[src/design/dpac_pkg.sv]
// constants and types for the data pointer and address control block
package dpac_pkg;
  localparam int unsigned ADDR_W = 12;
  // register indexes; byte address is four times the index
  localparam logic [9:0] IDX_P0_LO = 10'h082;
  localparam logic [9:0] IDX_P0_HI = 10'h083;
  localparam logic [9:0] IDX_P1_LO = 10'h084;
  localparam logic [9:0] IDX_P1_HI = 10'h085;
  localparam logic [9:0] IDX_SEL = 10'h086;
  localparam logic [9:0] IDX_WAIT = 10'h092;
  localparam logic [9:0] IDX_P0_TOP = 10'h093;
  localparam logic [9:0] IDX_P1_TOP = 10'h095;
  localparam logic [9:0] IDX_MODE = 10'h09d;
  localparam logic [9:0] IDX_RI_HIGH = 10'h0da;
  localparam logic [9:0] IDX_RI_UPPER = 10'h0ea;
  // addressing_mode_control fields
  localparam int unsigned MODE_SRC_BIT = 3;
  localparam int unsigned MODE_STACK_BIT = 2;
  localparam int unsigned MODE_AM_LSB = 0;
  localparam int unsigned MODE_AM_MSB = 1;
  // pointer_select_control fields
  localparam int unsigned SEL_DIR1_BIT = 7;
  localparam int unsigned SEL_DIR0_BIT = 6;
  localparam int unsigned SEL_TOGGLE_BIT = 5;
  localparam int unsigned SEL_ACTIVE_BIT = 0;
  localparam int unsigned WAIT_MSB = 3;
  // reset values, pointer step sizes and bus response codes
  localparam logic [3:0] WAIT_RST = 4'h7;
  localparam logic [19:0] PC_RST = 20'h07000;
  localparam logic [15:0] STEP_UP = 16'h0001;
  localparam logic [15:0] STEP_DOWN = 16'hffff;
  localparam logic [1:0] RESP_OKAY = 2'h0;
  localparam logic [1:0] RESP_SLVERR = 2'h2;
  typedef enum logic {FETCH_IDLE, FETCH_WAIT} dpac_fetch_t;
  typedef struct packed {
    logic awvalid;
    logic [ADDR_W-1:0] awaddr;
    logic wvalid;
    logic [31:0] wdata;
    logic [3:0] wstrb;
    logic bready;
    logic arvalid;
    logic [ADDR_W-1:0] araddr;
    logic rready;
  } dpac_axi_req_t;
  typedef struct packed {
    logic awready;
    logic wready;
    logic bvalid;
    logic [1:0] bresp;
    logic arready;
    logic rvalid;
    logic [31:0] rdata;
    logic [1:0] rresp;
  } dpac_axi_rsp_t;
  typedef struct packed {
    logic ptr_done;
    logic ptr_inc;
    logic [7:0] port2_latch;
    logic [7:0] ri_low;
    logic fetch_req;
    logic pc_load;
    logic [19:0] pc_value;
    logic [7:0] flash_data;
  } dpac_core_in_t;
  typedef struct packed {
    logic [23:0] first_data_pointer_addr;
    logic [23:0] ri_addr;
    logic flash_rd;
    logic [19:0] flash_addr;
    logic fetch_done;
    logic [7:0] fetch_data;
    logic prog_wide;
    logic stack_ext;
  } dpac_core_out_t;
  // true for every index that holds a register
  function automatic logic dpac_mapped(input logic [9:0] idx);
    case (idx)
      IDX_P0_LO, IDX_P0_HI, IDX_P1_LO, IDX_P1_HI, IDX_SEL, IDX_WAIT,
      IDX_P0_TOP, IDX_P1_TOP, IDX_MODE, IDX_RI_HIGH, IDX_RI_UPPER: return 1'b1;
      default: return 1'b0;
    endcase
  endfunction : dpac_mapped
endpackage : dpac_pkg

[src/design/dpac_top.sv]
// data pointer, addressing mode and program wait-state control with axi4-lite access
//
// Implementation choice: the AXI4-Lite slave port.
`timescale 1ns/1ps
`default_nettype none

// What this block does
// - indirect move high byte from port2 or register
// - stack indicator shows standard or extended stack
// - stack indicator ignores software writes
// - mode 00 sixteen bit, 1x twenty bit
// - addressing mode register resets to zero
// - wait states stretch program fetches only
// - fetch length equals wait field plus one
// - wait register resets to seven, holds until written
// - increment direction chosen per pointer bit
// - auto toggle flips selection after pointer use
// - select bit picks pointer, reads current choice
// - pointer control resets to zero
// - four pointer bytes read, write, reset zero
// - top byte stored and driven as the upper byte of the pointer address
// - indirect move upper byte from own register
// - pointer move upper byte from active top
module dpac_top
  import dpac_pkg::*;
(
  input wire logic mclk,
  input wire logic arst_n,
  input wire dpac_axi_req_t axi_in,
  output var dpac_axi_rsp_t axi_out,
  input wire dpac_core_in_t core_in,
  output var dpac_core_out_t core_out
);

  typedef struct packed {
    logic [7:0] pointer0_low_byte;
    logic [7:0] pointer0_high_byte;
    logic [7:0] pointer1_low_byte;
    logic [7:0] pointer1_high_byte;
    logic [7:0] pointer0_top_byte;
    logic [7:0] pointer1_top_byte;
    logic pointer1_step_direction;
    logic pointer0_step_direction;
    logic auto_toggle_pointer;
    logic pointer_select;
    logic [3:0] program_wait_states;
    logic high_byte_source_select;
    logic stack_width_indicator;
    logic [1:0] address_mode;
    logic [7:0] indirect_move_high_byte;
    logic [7:0] indirect_move_upper_byte;
    logic aw_held;
    logic [ADDR_W-1:0] aw_addr;
    logic w_held;
    logic [7:0] w_data;
    logic w_lane0;
    dpac_fetch_t fsm;
    logic [3:0] wait_cnt;
    dpac_axi_rsp_t rsp;
    dpac_core_out_t cout;
  } dpac_state_t;

  dpac_state_t st;
  dpac_state_t next_st;
  logic wr_fire;
  logic wr_en;
  logic [9:0] widx;
  logic [9:0] ridx;
  logic [31:0] rword;
  logic [15:0] step;

  // single next-state process for bus, pointers and fetch
  always_comb begin
    next_st = st;
    wr_fire = 1'b0;
    wr_en = 1'b0;
    widx = st.aw_addr[ADDR_W-1:2];
    ridx = axi_in.araddr[ADDR_W-1:2];
    rword = 32'h0000_0000;
    step = STEP_UP;
    next_st.cout.fetch_done = 1'b0;

    // address and data are taken independently, in either order
    if (axi_in.awvalid && st.rsp.awready) begin
      next_st.aw_held = 1'b1;
      next_st.aw_addr = axi_in.awaddr;
    end
    if (axi_in.wvalid && st.rsp.wready) begin
      next_st.w_held = 1'b1;
      next_st.w_data = axi_in.wdata[7:0];
      next_st.w_lane0 = axi_in.wstrb[0];
    end
    if (st.rsp.bvalid && axi_in.bready) begin
      next_st.rsp.bvalid = 1'b0;
    end

    // a write completes once both halves are in and no response waits
    if (st.aw_held && st.w_held && !st.rsp.bvalid) begin
      wr_fire = 1'b1;
      next_st.aw_held = 1'b0;
      next_st.w_held = 1'b0;
      next_st.rsp.bvalid = 1'b1;
      wr_en = st.w_lane0 && (st.aw_addr[1:0] == 2'h0);
      if (dpac_mapped(widx) && (st.aw_addr[1:0] == 2'h0)) begin
        next_st.rsp.bresp = RESP_OKAY;
      end else begin
        next_st.rsp.bresp = RESP_SLVERR;
      end
    end

    // register writes; upper byte lanes carry nothing
    if (wr_en) begin
      case (widx)
        IDX_P0_LO: next_st.pointer0_low_byte = st.w_data;
        IDX_P0_HI: next_st.pointer0_high_byte = st.w_data;
        IDX_P1_LO: next_st.pointer1_low_byte = st.w_data;
        IDX_P1_HI: next_st.pointer1_high_byte = st.w_data;
        IDX_SEL: begin
          next_st.pointer1_step_direction = st.w_data[SEL_DIR1_BIT];
          next_st.pointer0_step_direction = st.w_data[SEL_DIR0_BIT];
          next_st.auto_toggle_pointer = st.w_data[SEL_TOGGLE_BIT];
          next_st.pointer_select = st.w_data[SEL_ACTIVE_BIT];
        end
        IDX_WAIT: next_st.program_wait_states = st.w_data[WAIT_MSB:0];
        IDX_P0_TOP: next_st.pointer0_top_byte = st.w_data;
        IDX_P1_TOP: next_st.pointer1_top_byte = st.w_data;
        IDX_MODE: begin
          // stack indicator bit is not written
          next_st.high_byte_source_select = st.w_data[MODE_SRC_BIT];
          next_st.address_mode = st.w_data[MODE_AM_MSB:MODE_AM_LSB];
        end
        IDX_RI_HIGH: next_st.indirect_move_high_byte = st.w_data;
        IDX_RI_UPPER: next_st.indirect_move_upper_byte = st.w_data;
        default: next_st.w_lane0 = st.w_lane0;
      endcase
    end

    // pointer step at end of the instruction, applied over any bus write
    if (core_in.ptr_done) begin
      if (core_in.ptr_inc) begin
        if (next_st.pointer_select) begin
          step = next_st.pointer1_step_direction ? STEP_DOWN : STEP_UP;
          {next_st.pointer1_high_byte, next_st.pointer1_low_byte} =
            {next_st.pointer1_high_byte, next_st.pointer1_low_byte} + step;
        end else begin
          step = next_st.pointer0_step_direction ? STEP_DOWN : STEP_UP;
          {next_st.pointer0_high_byte, next_st.pointer0_low_byte} =
            {next_st.pointer0_high_byte, next_st.pointer0_low_byte} + step;
        end
      end
      if (next_st.auto_toggle_pointer) begin
        next_st.pointer_select = ~next_st.pointer_select;
      end
    end

    // extended stack follows the twenty bit program mode
    next_st.stack_width_indicator = next_st.address_mode[MODE_AM_MSB];

    // read channel: one read outstanding, answer registered
    if (st.rsp.rvalid && axi_in.rready) begin
      next_st.rsp.rvalid = 1'b0;
    end
    if (axi_in.arvalid && st.rsp.arready) begin
      case (ridx)
        IDX_P0_LO: rword[7:0] = st.pointer0_low_byte;
        IDX_P0_HI: rword[7:0] = st.pointer0_high_byte;
        IDX_P1_LO: rword[7:0] = st.pointer1_low_byte;
        IDX_P1_HI: rword[7:0] = st.pointer1_high_byte;
        IDX_SEL: begin
          rword[SEL_DIR1_BIT] = st.pointer1_step_direction;
          rword[SEL_DIR0_BIT] = st.pointer0_step_direction;
          rword[SEL_TOGGLE_BIT] = st.auto_toggle_pointer;
          rword[SEL_ACTIVE_BIT] = st.pointer_select;
        end
        IDX_WAIT: rword[WAIT_MSB:0] = st.program_wait_states;
        IDX_P0_TOP: rword[7:0] = st.pointer0_top_byte;
        IDX_P1_TOP: rword[7:0] = st.pointer1_top_byte;
        IDX_MODE: begin
          rword[MODE_SRC_BIT] = st.high_byte_source_select;
          rword[MODE_STACK_BIT] = st.stack_width_indicator;
          rword[MODE_AM_MSB:MODE_AM_LSB] = st.address_mode;
        end
        IDX_RI_HIGH: rword[7:0] = st.indirect_move_high_byte;
        IDX_RI_UPPER: rword[7:0] = st.indirect_move_upper_byte;
        default: rword = 32'h0000_0000;
      endcase
      next_st.rsp.rvalid = 1'b1;
      next_st.rsp.rdata = rword;
      if (dpac_mapped(ridx) && (axi_in.araddr[1:0] == 2'h0)) begin
        next_st.rsp.rresp = RESP_OKAY;
      end else begin
        next_st.rsp.rresp = RESP_SLVERR;
      end
    end
    next_st.rsp.awready = !next_st.aw_held;
    next_st.rsp.wready = !next_st.w_held;
    next_st.rsp.arready = !next_st.rsp.rvalid;

    // program fetch; the count is latched so a mid-fetch write waits
    case (st.fsm)
      FETCH_IDLE: begin
        if (core_in.pc_load) begin
          next_st.cout.flash_addr = core_in.pc_value;
        end else if (core_in.fetch_req) begin
          next_st.cout.flash_rd = 1'b1;
          next_st.wait_cnt = st.program_wait_states;
          next_st.fsm = FETCH_WAIT;
        end
      end
      FETCH_WAIT: begin
        if (st.wait_cnt == 4'h0) begin
          next_st.cout.flash_rd = 1'b0;
          next_st.cout.fetch_data = core_in.flash_data;
          next_st.cout.fetch_done = 1'b1;
          next_st.fsm = FETCH_IDLE;
          if (st.address_mode[MODE_AM_MSB]) begin
            next_st.cout.flash_addr = st.cout.flash_addr + 20'h00001;
          end else begin
            next_st.cout.flash_addr = {4'h0, st.cout.flash_addr[15:0] + STEP_UP};
          end
        end else begin
          next_st.wait_cnt = st.wait_cnt - 4'h1;
        end
      end
      default: next_st.fsm = FETCH_IDLE;
    endcase

    // data addresses never wait on the fetch counter
    if (next_st.pointer_select) begin
      next_st.cout.first_data_pointer_addr = {next_st.pointer1_top_byte, next_st.pointer1_high_byte,
        next_st.pointer1_low_byte};
    end else begin
      next_st.cout.first_data_pointer_addr = {next_st.pointer0_top_byte, next_st.pointer0_high_byte,
        next_st.pointer0_low_byte};
    end
    next_st.cout.ri_addr[23:16] = st.indirect_move_upper_byte;
    next_st.cout.ri_addr[15:8] = st.high_byte_source_select ?
      st.indirect_move_high_byte : core_in.port2_latch;
    next_st.cout.ri_addr[7:0] = core_in.ri_low;
    next_st.cout.prog_wide = next_st.address_mode[MODE_AM_MSB];
    next_st.cout.stack_ext = next_st.stack_width_indicator;
  end

  // state register; reset leaves every register at its default
  always_ff @(posedge mclk or negedge arst_n) begin
    if (!arst_n) begin
      st <= '0;
      st.program_wait_states <= WAIT_RST;
      st.fsm <= FETCH_IDLE;
      st.cout.flash_addr <= PC_RST;
      st.rsp.awready <= 1'b1;
      st.rsp.wready <= 1'b1;
      st.rsp.arready <= 1'b1;
    end else begin
      st <= next_st;
    end
  end

  assign axi_out = st.rsp;
  assign core_out = st.cout;

  // helper: measure the read strobe length of each fetch
  logic [4:0] rd_len;
  logic [3:0] wait_lat;
  always_ff @(posedge mclk or negedge arst_n) begin
    if (!arst_n) begin
      rd_len <= 5'h00;
      wait_lat <= 4'h0;
    end else if (st.fsm == FETCH_IDLE && core_in.fetch_req && !core_in.pc_load) begin
      rd_len <= 5'h00;
      wait_lat <= st.program_wait_states;
    end else if (st.cout.flash_rd) begin
      rd_len <= rd_len + 5'h01;
    end
  end
endmodule : dpac_top
`default_nettype wire

[config.mk]
export PLATFORM = sky130hd
export DESIGN_NAME = dpac_top
export DESIGN_NICKNAME = d
export VERILOG_FILES = /design/src/design/dpac_pkg.sv /design/src/design/dpac_top.sv
export SDC_FILE = /design/constraint.sdc
export NUM_CORES = 1
export LEC_CHECK = 0
export ABC_AREA = 1
export BUFFER_PORTS_ARGS = -buffer_cell sky130_fd_sc_hd__buf_2
export CORE_UTILIZATION = 61
export DETAILED_ROUTE_END_ITERATION = 12
export HOLD_SLACK_MARGIN = 0.12
export PLACE_DENSITY = 0.87
export SYNTH_ARGS = -nofsm -noshare
export SYNTH_HDL_FRONTEND = slang
export SYNTH_SLANG_ARGS = --single-unit
[constraint.sdc]
create_clock -name mclk -period 6.35 [get_ports mclk]
set_input_delay 0.635 -clock mclk [delete_from_list [all_inputs] [get_ports mclk]]
set_output_delay 0.635 -clock mclk [all_outputs]
set_load 0.01 [all_outputs]
# Word-level counts from Yosys, hierarchy flattened
# Cells that the tools add are included.
dict set report classes {
  n_addsub 5
  eq_ne 28
  mux 53
  n_bitwise 2
  n_reduce_logical 28
}
# op n
set ops {}
lappend ops {{equality test 10 x 8 -> 1 bit (second input constant)} 22}
lappend ops {{2-to-1 mux 16 bit} 4}
lappend ops {{2-to-1 mux 32 bit} 2}
lappend ops {{2-to-1 mux 57 bit} 1}
lappend ops {{2-to-1 mux 8 bit} 7}
lappend ops {{one-hot mux 21 bit (2 select lines)} 1}
lappend ops {{2-to-1 mux 20 bit} 2}
lappend ops {{2-to-1 mux 35 bit} 1}
lappend ops {{adder 16 bit} 2}
lappend ops {{2-to-1 mux 30 bit} 1}
lappend ops {{one-hot mux 3 bit (10 select lines)} 1}
lappend ops {{one-hot mux 3 bit (9 select lines)} 1}
lappend ops {{2-to-1 mux 24 bit} 1}
lappend ops {{OR reduction 11 bit} 2}
lappend ops {{adder 20 x 1 -> 20 bit (second input constant)} 1}
lappend ops {{2-to-1 mux 1 bit} 17}
lappend ops {{adder 16 x 1 -> 16 bit (second input constant)} 1}
lappend ops {{2-to-1 mux 13 bit} 1}
lappend ops {{2-to-1 mux 4 bit} 3}
lappend ops {{AND reduction 2 bit} 6}
lappend ops {{one-hot mux 1 bit (11 select lines)} 1}
lappend ops {{logical AND 1 bit} 10}
lappend ops {{2-to-1 mux 10 bit} 1}
lappend ops {{2-to-1 mux 5 bit} 2}
lappend ops {{other kinds (14)} 25}
dict set report totals {
  reg_bits 198
  inputBits 115
  out_inout_bits 121
  wordCells 153
}

# Depth between registers and ports, before layout
dict set report logic_depth {
  ltp_word 10
  mapped_depth 24
}

# Worst setup path after synthesis
# Ideal clock, no wire load.
dict set report synth_path {
  path_kind {flip-flop to flip-flop}
  from {register st, in the netlist axi_out[38]}
  to {register st[199] (netlist bit)}
  arrival_time_ps 2532
  required_time_ps 6231
  path_slack_ps 3699
  path_stages_with_launch 19
  n_path_buf 2
  synth_period_minus_slack_ps 2651
  cell_sequence {dfrtp_1 > inv_1 > nand3_2 > nor2_4 > buf_12 > buf_12 > nand2_4 > o21ai_2 > inv_1 > ha_1 > a21oi_1 > inv_1 > a21oi_2 > nor2_1 > nor2_1 > nand2_1 > nand2_1 > nand3_1 > and2_1}
}
# element line_no
set synth_lines {}
lappend synth_lines {{from (decl)} dpac_top.sv:63} ;# dpac_state_t st;
lappend synth_lines {{from (signal assigned)} dpac_top.sv:255} ;# st <= next_st;

==> summary.md <==
| Metric | Value |
|---|---|
| Run status | complete, no violations |
| Vias per inst | 5.71 |
| Std-Cell Rows | between 50 and 60 |
| Core area | between 15000 and 20000 µm² |
| Warnings from Yosys | 0 |
| Pleak | roughly 7.0 nW |
| Distinct cells, synth | between 50 and 60 |
| Gr ovfl total | 0 |
| Max cap viols | 0 |
| Post-CTS setup buffer count | 0 |
| DR pass1 iterations | 5 |
| Width of the die | 144 µm |
| Critical Path AT | 4.17 ns |
| RSZ-0062 raised after global routing | false |
| Pwr Density | 370 nW/µm² |
| Worst EP required | 6.69 ns |
| CTS Buf Count | 17 |
| Root buffer cell | clkbuf_16 |
| Largest net degree at the start of global routing | around 80 |
| Port bufs | 182 |
| Iter 0 DRT Violations | 1135 |
| Vias in the first global route | ~10000 |
| Final period utilization | between 60% and 70% |
| Initial antenna violation count | 3 |
| H-tree Lvls | 4 |
| HPWL Detailed | 24.9 mm |
| Io pins | 236 |
| All-Layer GR Usage | 33.4% |
| Routed Antenna Nets | 0 |
| Setup_tns | 0 ns |
| Setup Skew | roughly 0.014 ns |
| Wire length per cell | 17.1 µm |
| DIE HEIGHT | approximately 140 µm |
| Hold Crit Class | in2async |
| Crit path top cell by count | nand2_1 |
| Area growth syn-to-layout | 6.98% |
| Clock Pin Slew Worst Setup and Hold Paths | 0.08 ns |
| Hold Vio Cnt, Final | 0 |
| Syn avg cell area | 7.52 µm² |
| # resized after CTS | 0 |
| DIE AREA | slightly above 20000 µm² |
| Worst setup SP type | flip-flop |
| GP Congestion | ~0.98 |
| Final Critical Period | 3.82 ns |
| Routed vias | 11400 |
| Fin. max-slew vios | 0 |
| Crit path cell chain | inv_1 > nand3_2 > nor2_4 > buf_4 > nand3_4 > clkinv_1 > nand2_1 > o21ai_0 > inv_1 > ha_1 > a21oi_1 > inv_1 > nand2_1 > nand2_1 > nand2_1 > nand2_1 > a21oi_2 > nand2_1 > nand2_1 > nand3_1 > nand2_1 > nand2_2 > nand2_1 > nand2_1 |
| Global-route wire length before repair | around 53 mm |
| Dpl ws | 2.68 ns |
| Relative slew slack | 31.1% |
| Max Buffers Root-to-Sink | 2 |
| Fmax | 261 MHz |
| CP endpoint kind | flip-flop |
| Netlist Area Pre-Place | roughly 12000 µm² |
| Worst-Margin Slew | 1.03 ns |
| Cells after synthesis | 1637 |
| # DRC | 0 |
| Slowest stage cell on the critical path | buf_4 |
| Synth Register Bits | about 200 |
| Critical-path maximum fanout | 32 |
| Maximum vdd drop | 179 µV |
| Seq/Total Area, Yosys | between 30% and 40% |
| Slowest stage delay, CP | 0.48 ns |
| Final worst slack | ~2.5 ns |
| CTS Sinks | ~200 |
| Latest clock arrival within the worst-skew pair | 0.45 ns |
| CTS tree | yes |
| Overall routed net length | 33.9 mm |
| Critical path class | reg2reg |
| Final setup fails | 0 |
| Layout cells sized above 1 | 20.1% |
| Initial core utilization | 62.8% |
| Fill cells | 1644 |
| Hold_buf cts | 0 |
| Final #Nets | about 1800 |
critical path, delay by kind of cell (launching register included):
| kind | cells | cell delay (ns) |
|---|---|---|
| compound gates | 3 | 0.48 |
| fa+ha+maj | 1 | 0.36 |
| buf+inv | 5 | 0.90 |
| flops | 1 | 0.38 |
| simple gates | 15 | 1.58 |
cell usage after synthesis, drive strengths merged:
cell | instances | share of area, %
a22oi | 9 | 0.55
nand3 | 108 | 5.0
a221oi | 15 | 1.1
nand2 | 532 | 17
nor2 | 87 | 3.6
nor3 | 22 | 1.1
o21ai | 138 | 5.8
mux2 | 1 | 0.091
o211ai | 7 | 0.43
clkinv | 8 | 0.25
a22o | 1 | 0.071
o2111ai | 3 | 0.21
a32o | 1 | 0.081
o221ai | 1 | 0.071
clkbuf | 21 | 0.64
conb | 1 | 0.030
inv | 188 | 5.7
dfrtp | 187 | 38
o22ai | 10 | 0.51
a2111oi | 1 | 0.071
buf | 142 | 8.9
or2 | 1 | 0.051
o311ai | 1 | 0.071
nand3b | 2 | 0.12
a21o | 1 | 0.061
a211oi | 2 | 0.12
xor2 | 12 | 0.91
xnor2 | 2 | 0.14
nor4 | 7 | 0.36
nand4 | 36 | 2.1
and2 | 6 | 0.30
dfstp | 9 | 1.9
a31oi | 1 | 0.051
o21bai | 5 | 0.34
ha | 17 | 1.7
o21a | 1 | 0.061
a32oi | 1 | 0.071
a21oi | 50 | 2.2
layout make-up:
| class | count | area (µm²) | area share, % |
|---|---|---|---|
| multi-input combinational | 1107 | 5580 | 42.4 |
| antenna | 3 | 7.51 | 0.0570 |
| clock buffer | 18 | 439 | 3.33 |
| inverter | 196 | 737 | 5.60 |
| clock inverter | 14 | 186 | 1.42 |
| timing repair buffer | 189 | 972 | 7.38 |
| tap | 265 | 332 | 2.52 |
| sequential | 196 | 4920 | 37.3 |
cell families (layout without fill, tap and decap cells):
group / Yosys count / after routing / share of synthesized area, %
muxes: 1 / 1 / 0.0915
xor gates and xnor gates: 14 / 14 / 1.06
other: 1 / 29 / 0.0305
AOI/OAI and AO/OA: 248 / 248 / 11.8
buffers and inverters: 359 / 417 / 15.5
DFF: 196 / 196 / 39.9
and+or+nand+nor: 801 / 801 / 29.8
adders and majority gates: 17 / 17 / 1.73
per-layer routing:
layer / share of wire, % / vias up / track usage, %
met5: 0 / - / 0
met4: 4.2 / 0 / 17.0
met3: 9.8 / 126 / 5.07
met2: 46 / 702 / 54.3
met1: 40 / 5233 / 43.3
li1: - / 5289 / -
cell usage in the layout (no fill, tap or decap), types with 7 or more instances in the layout:
cell / synthesis / final
buf_4: 124 / 7
o21ai_0: 119 / 119
inv_2: 21 / 21
inv_1: 167 / 167
nor4_1: 7 / 7
a22oi_1: 9 / 9
clkbuf_16: 0 / 17
nor2_1: 67 / 66
dfstp_2: 9 / 9
a221oi_1: 15 / 15
o21ai_1: 13 / 13
nand3_1: 98 / 98
conb_1: 1 / 26
o211ai_1: 7 / 7
nor2_2: 8 / 9
nor2_4: 11 / 11
ha_1: 17 / 17
a21oi_1: 45 / 45
nand2_2: 34 / 34
nor3_1: 18 / 18
nand3_2: 7 / 7
buf_2: 9 / 181
dfrtp_1: 187 / 187
nand2_1: 492 / 492
xor2_1: 11 / 11
clkinv_1: 7 / 7
nand4_1: 33 / 33
o22ai_1: 10 / 10
power by group:
| part | internal [mW] | switching, mW | total [mW] | leakage, nW |
|---|---|---|---|---|
| Clock | 0.612 | 0.527 | 1.14 | 0.308 |
| Combinational | 0.573 | 1.32 | 1.90 | 4.24 |
| Sequential | 1.57 | 0.272 | 1.84 | 2.42 |
| Total | 2.75 | 2.12 | 4.88 | 6.96 |
sequential cells by signal, indices dropped and copies added (netlist names):
signal / count
axi_out: 15
st: 95
next_st: 8
core_out: 78
path summary, 6_finish.rpt:
| kind | startpoint | to | slack (ns) | cells after the start |
|---|---|---|---|---|
| max | axi_out[38] | core_out[71] | 2.53 | 24 |
| min reg2reg | axi_out[34] | axi_out[35] | 0.43 | 1 |
| min in group mclk | core_in[32] | core_out[34] | 0.28 | 1 |
| min | arst_n | core_out[17] | 0.18 | 1 |
| max in group asynchronous | arst_n | core_out[2] | 4.91 | 2 |
| max reg2reg | axi_out[38] | core_out[71] | 2.53 | 24 |
metrics by stage:
stage / power, mW / util [%] / instances / hold WS (ns) / area [µm²]
6_report: 4.88 / 67.2 / 1988 / 0.177 / 13200
4_1_cts: 4.83 / 67.2 / 1985 / 0.225 / 13200
2_1_floorplan: 3.28 / - / 1662 / 0.339 / 12400
3_3_place_gp: 3.62 / 64.0 / 1953 / 0.398 / 12500
3_5_place_dp: 3.69 / 64.0 / 1953 / 0.403 / 12500
5_1_grt: 5.15 / 67.2 / 1988 / 0.237 / 13200
Note: power is estimated with default switching activity, not from simulation.
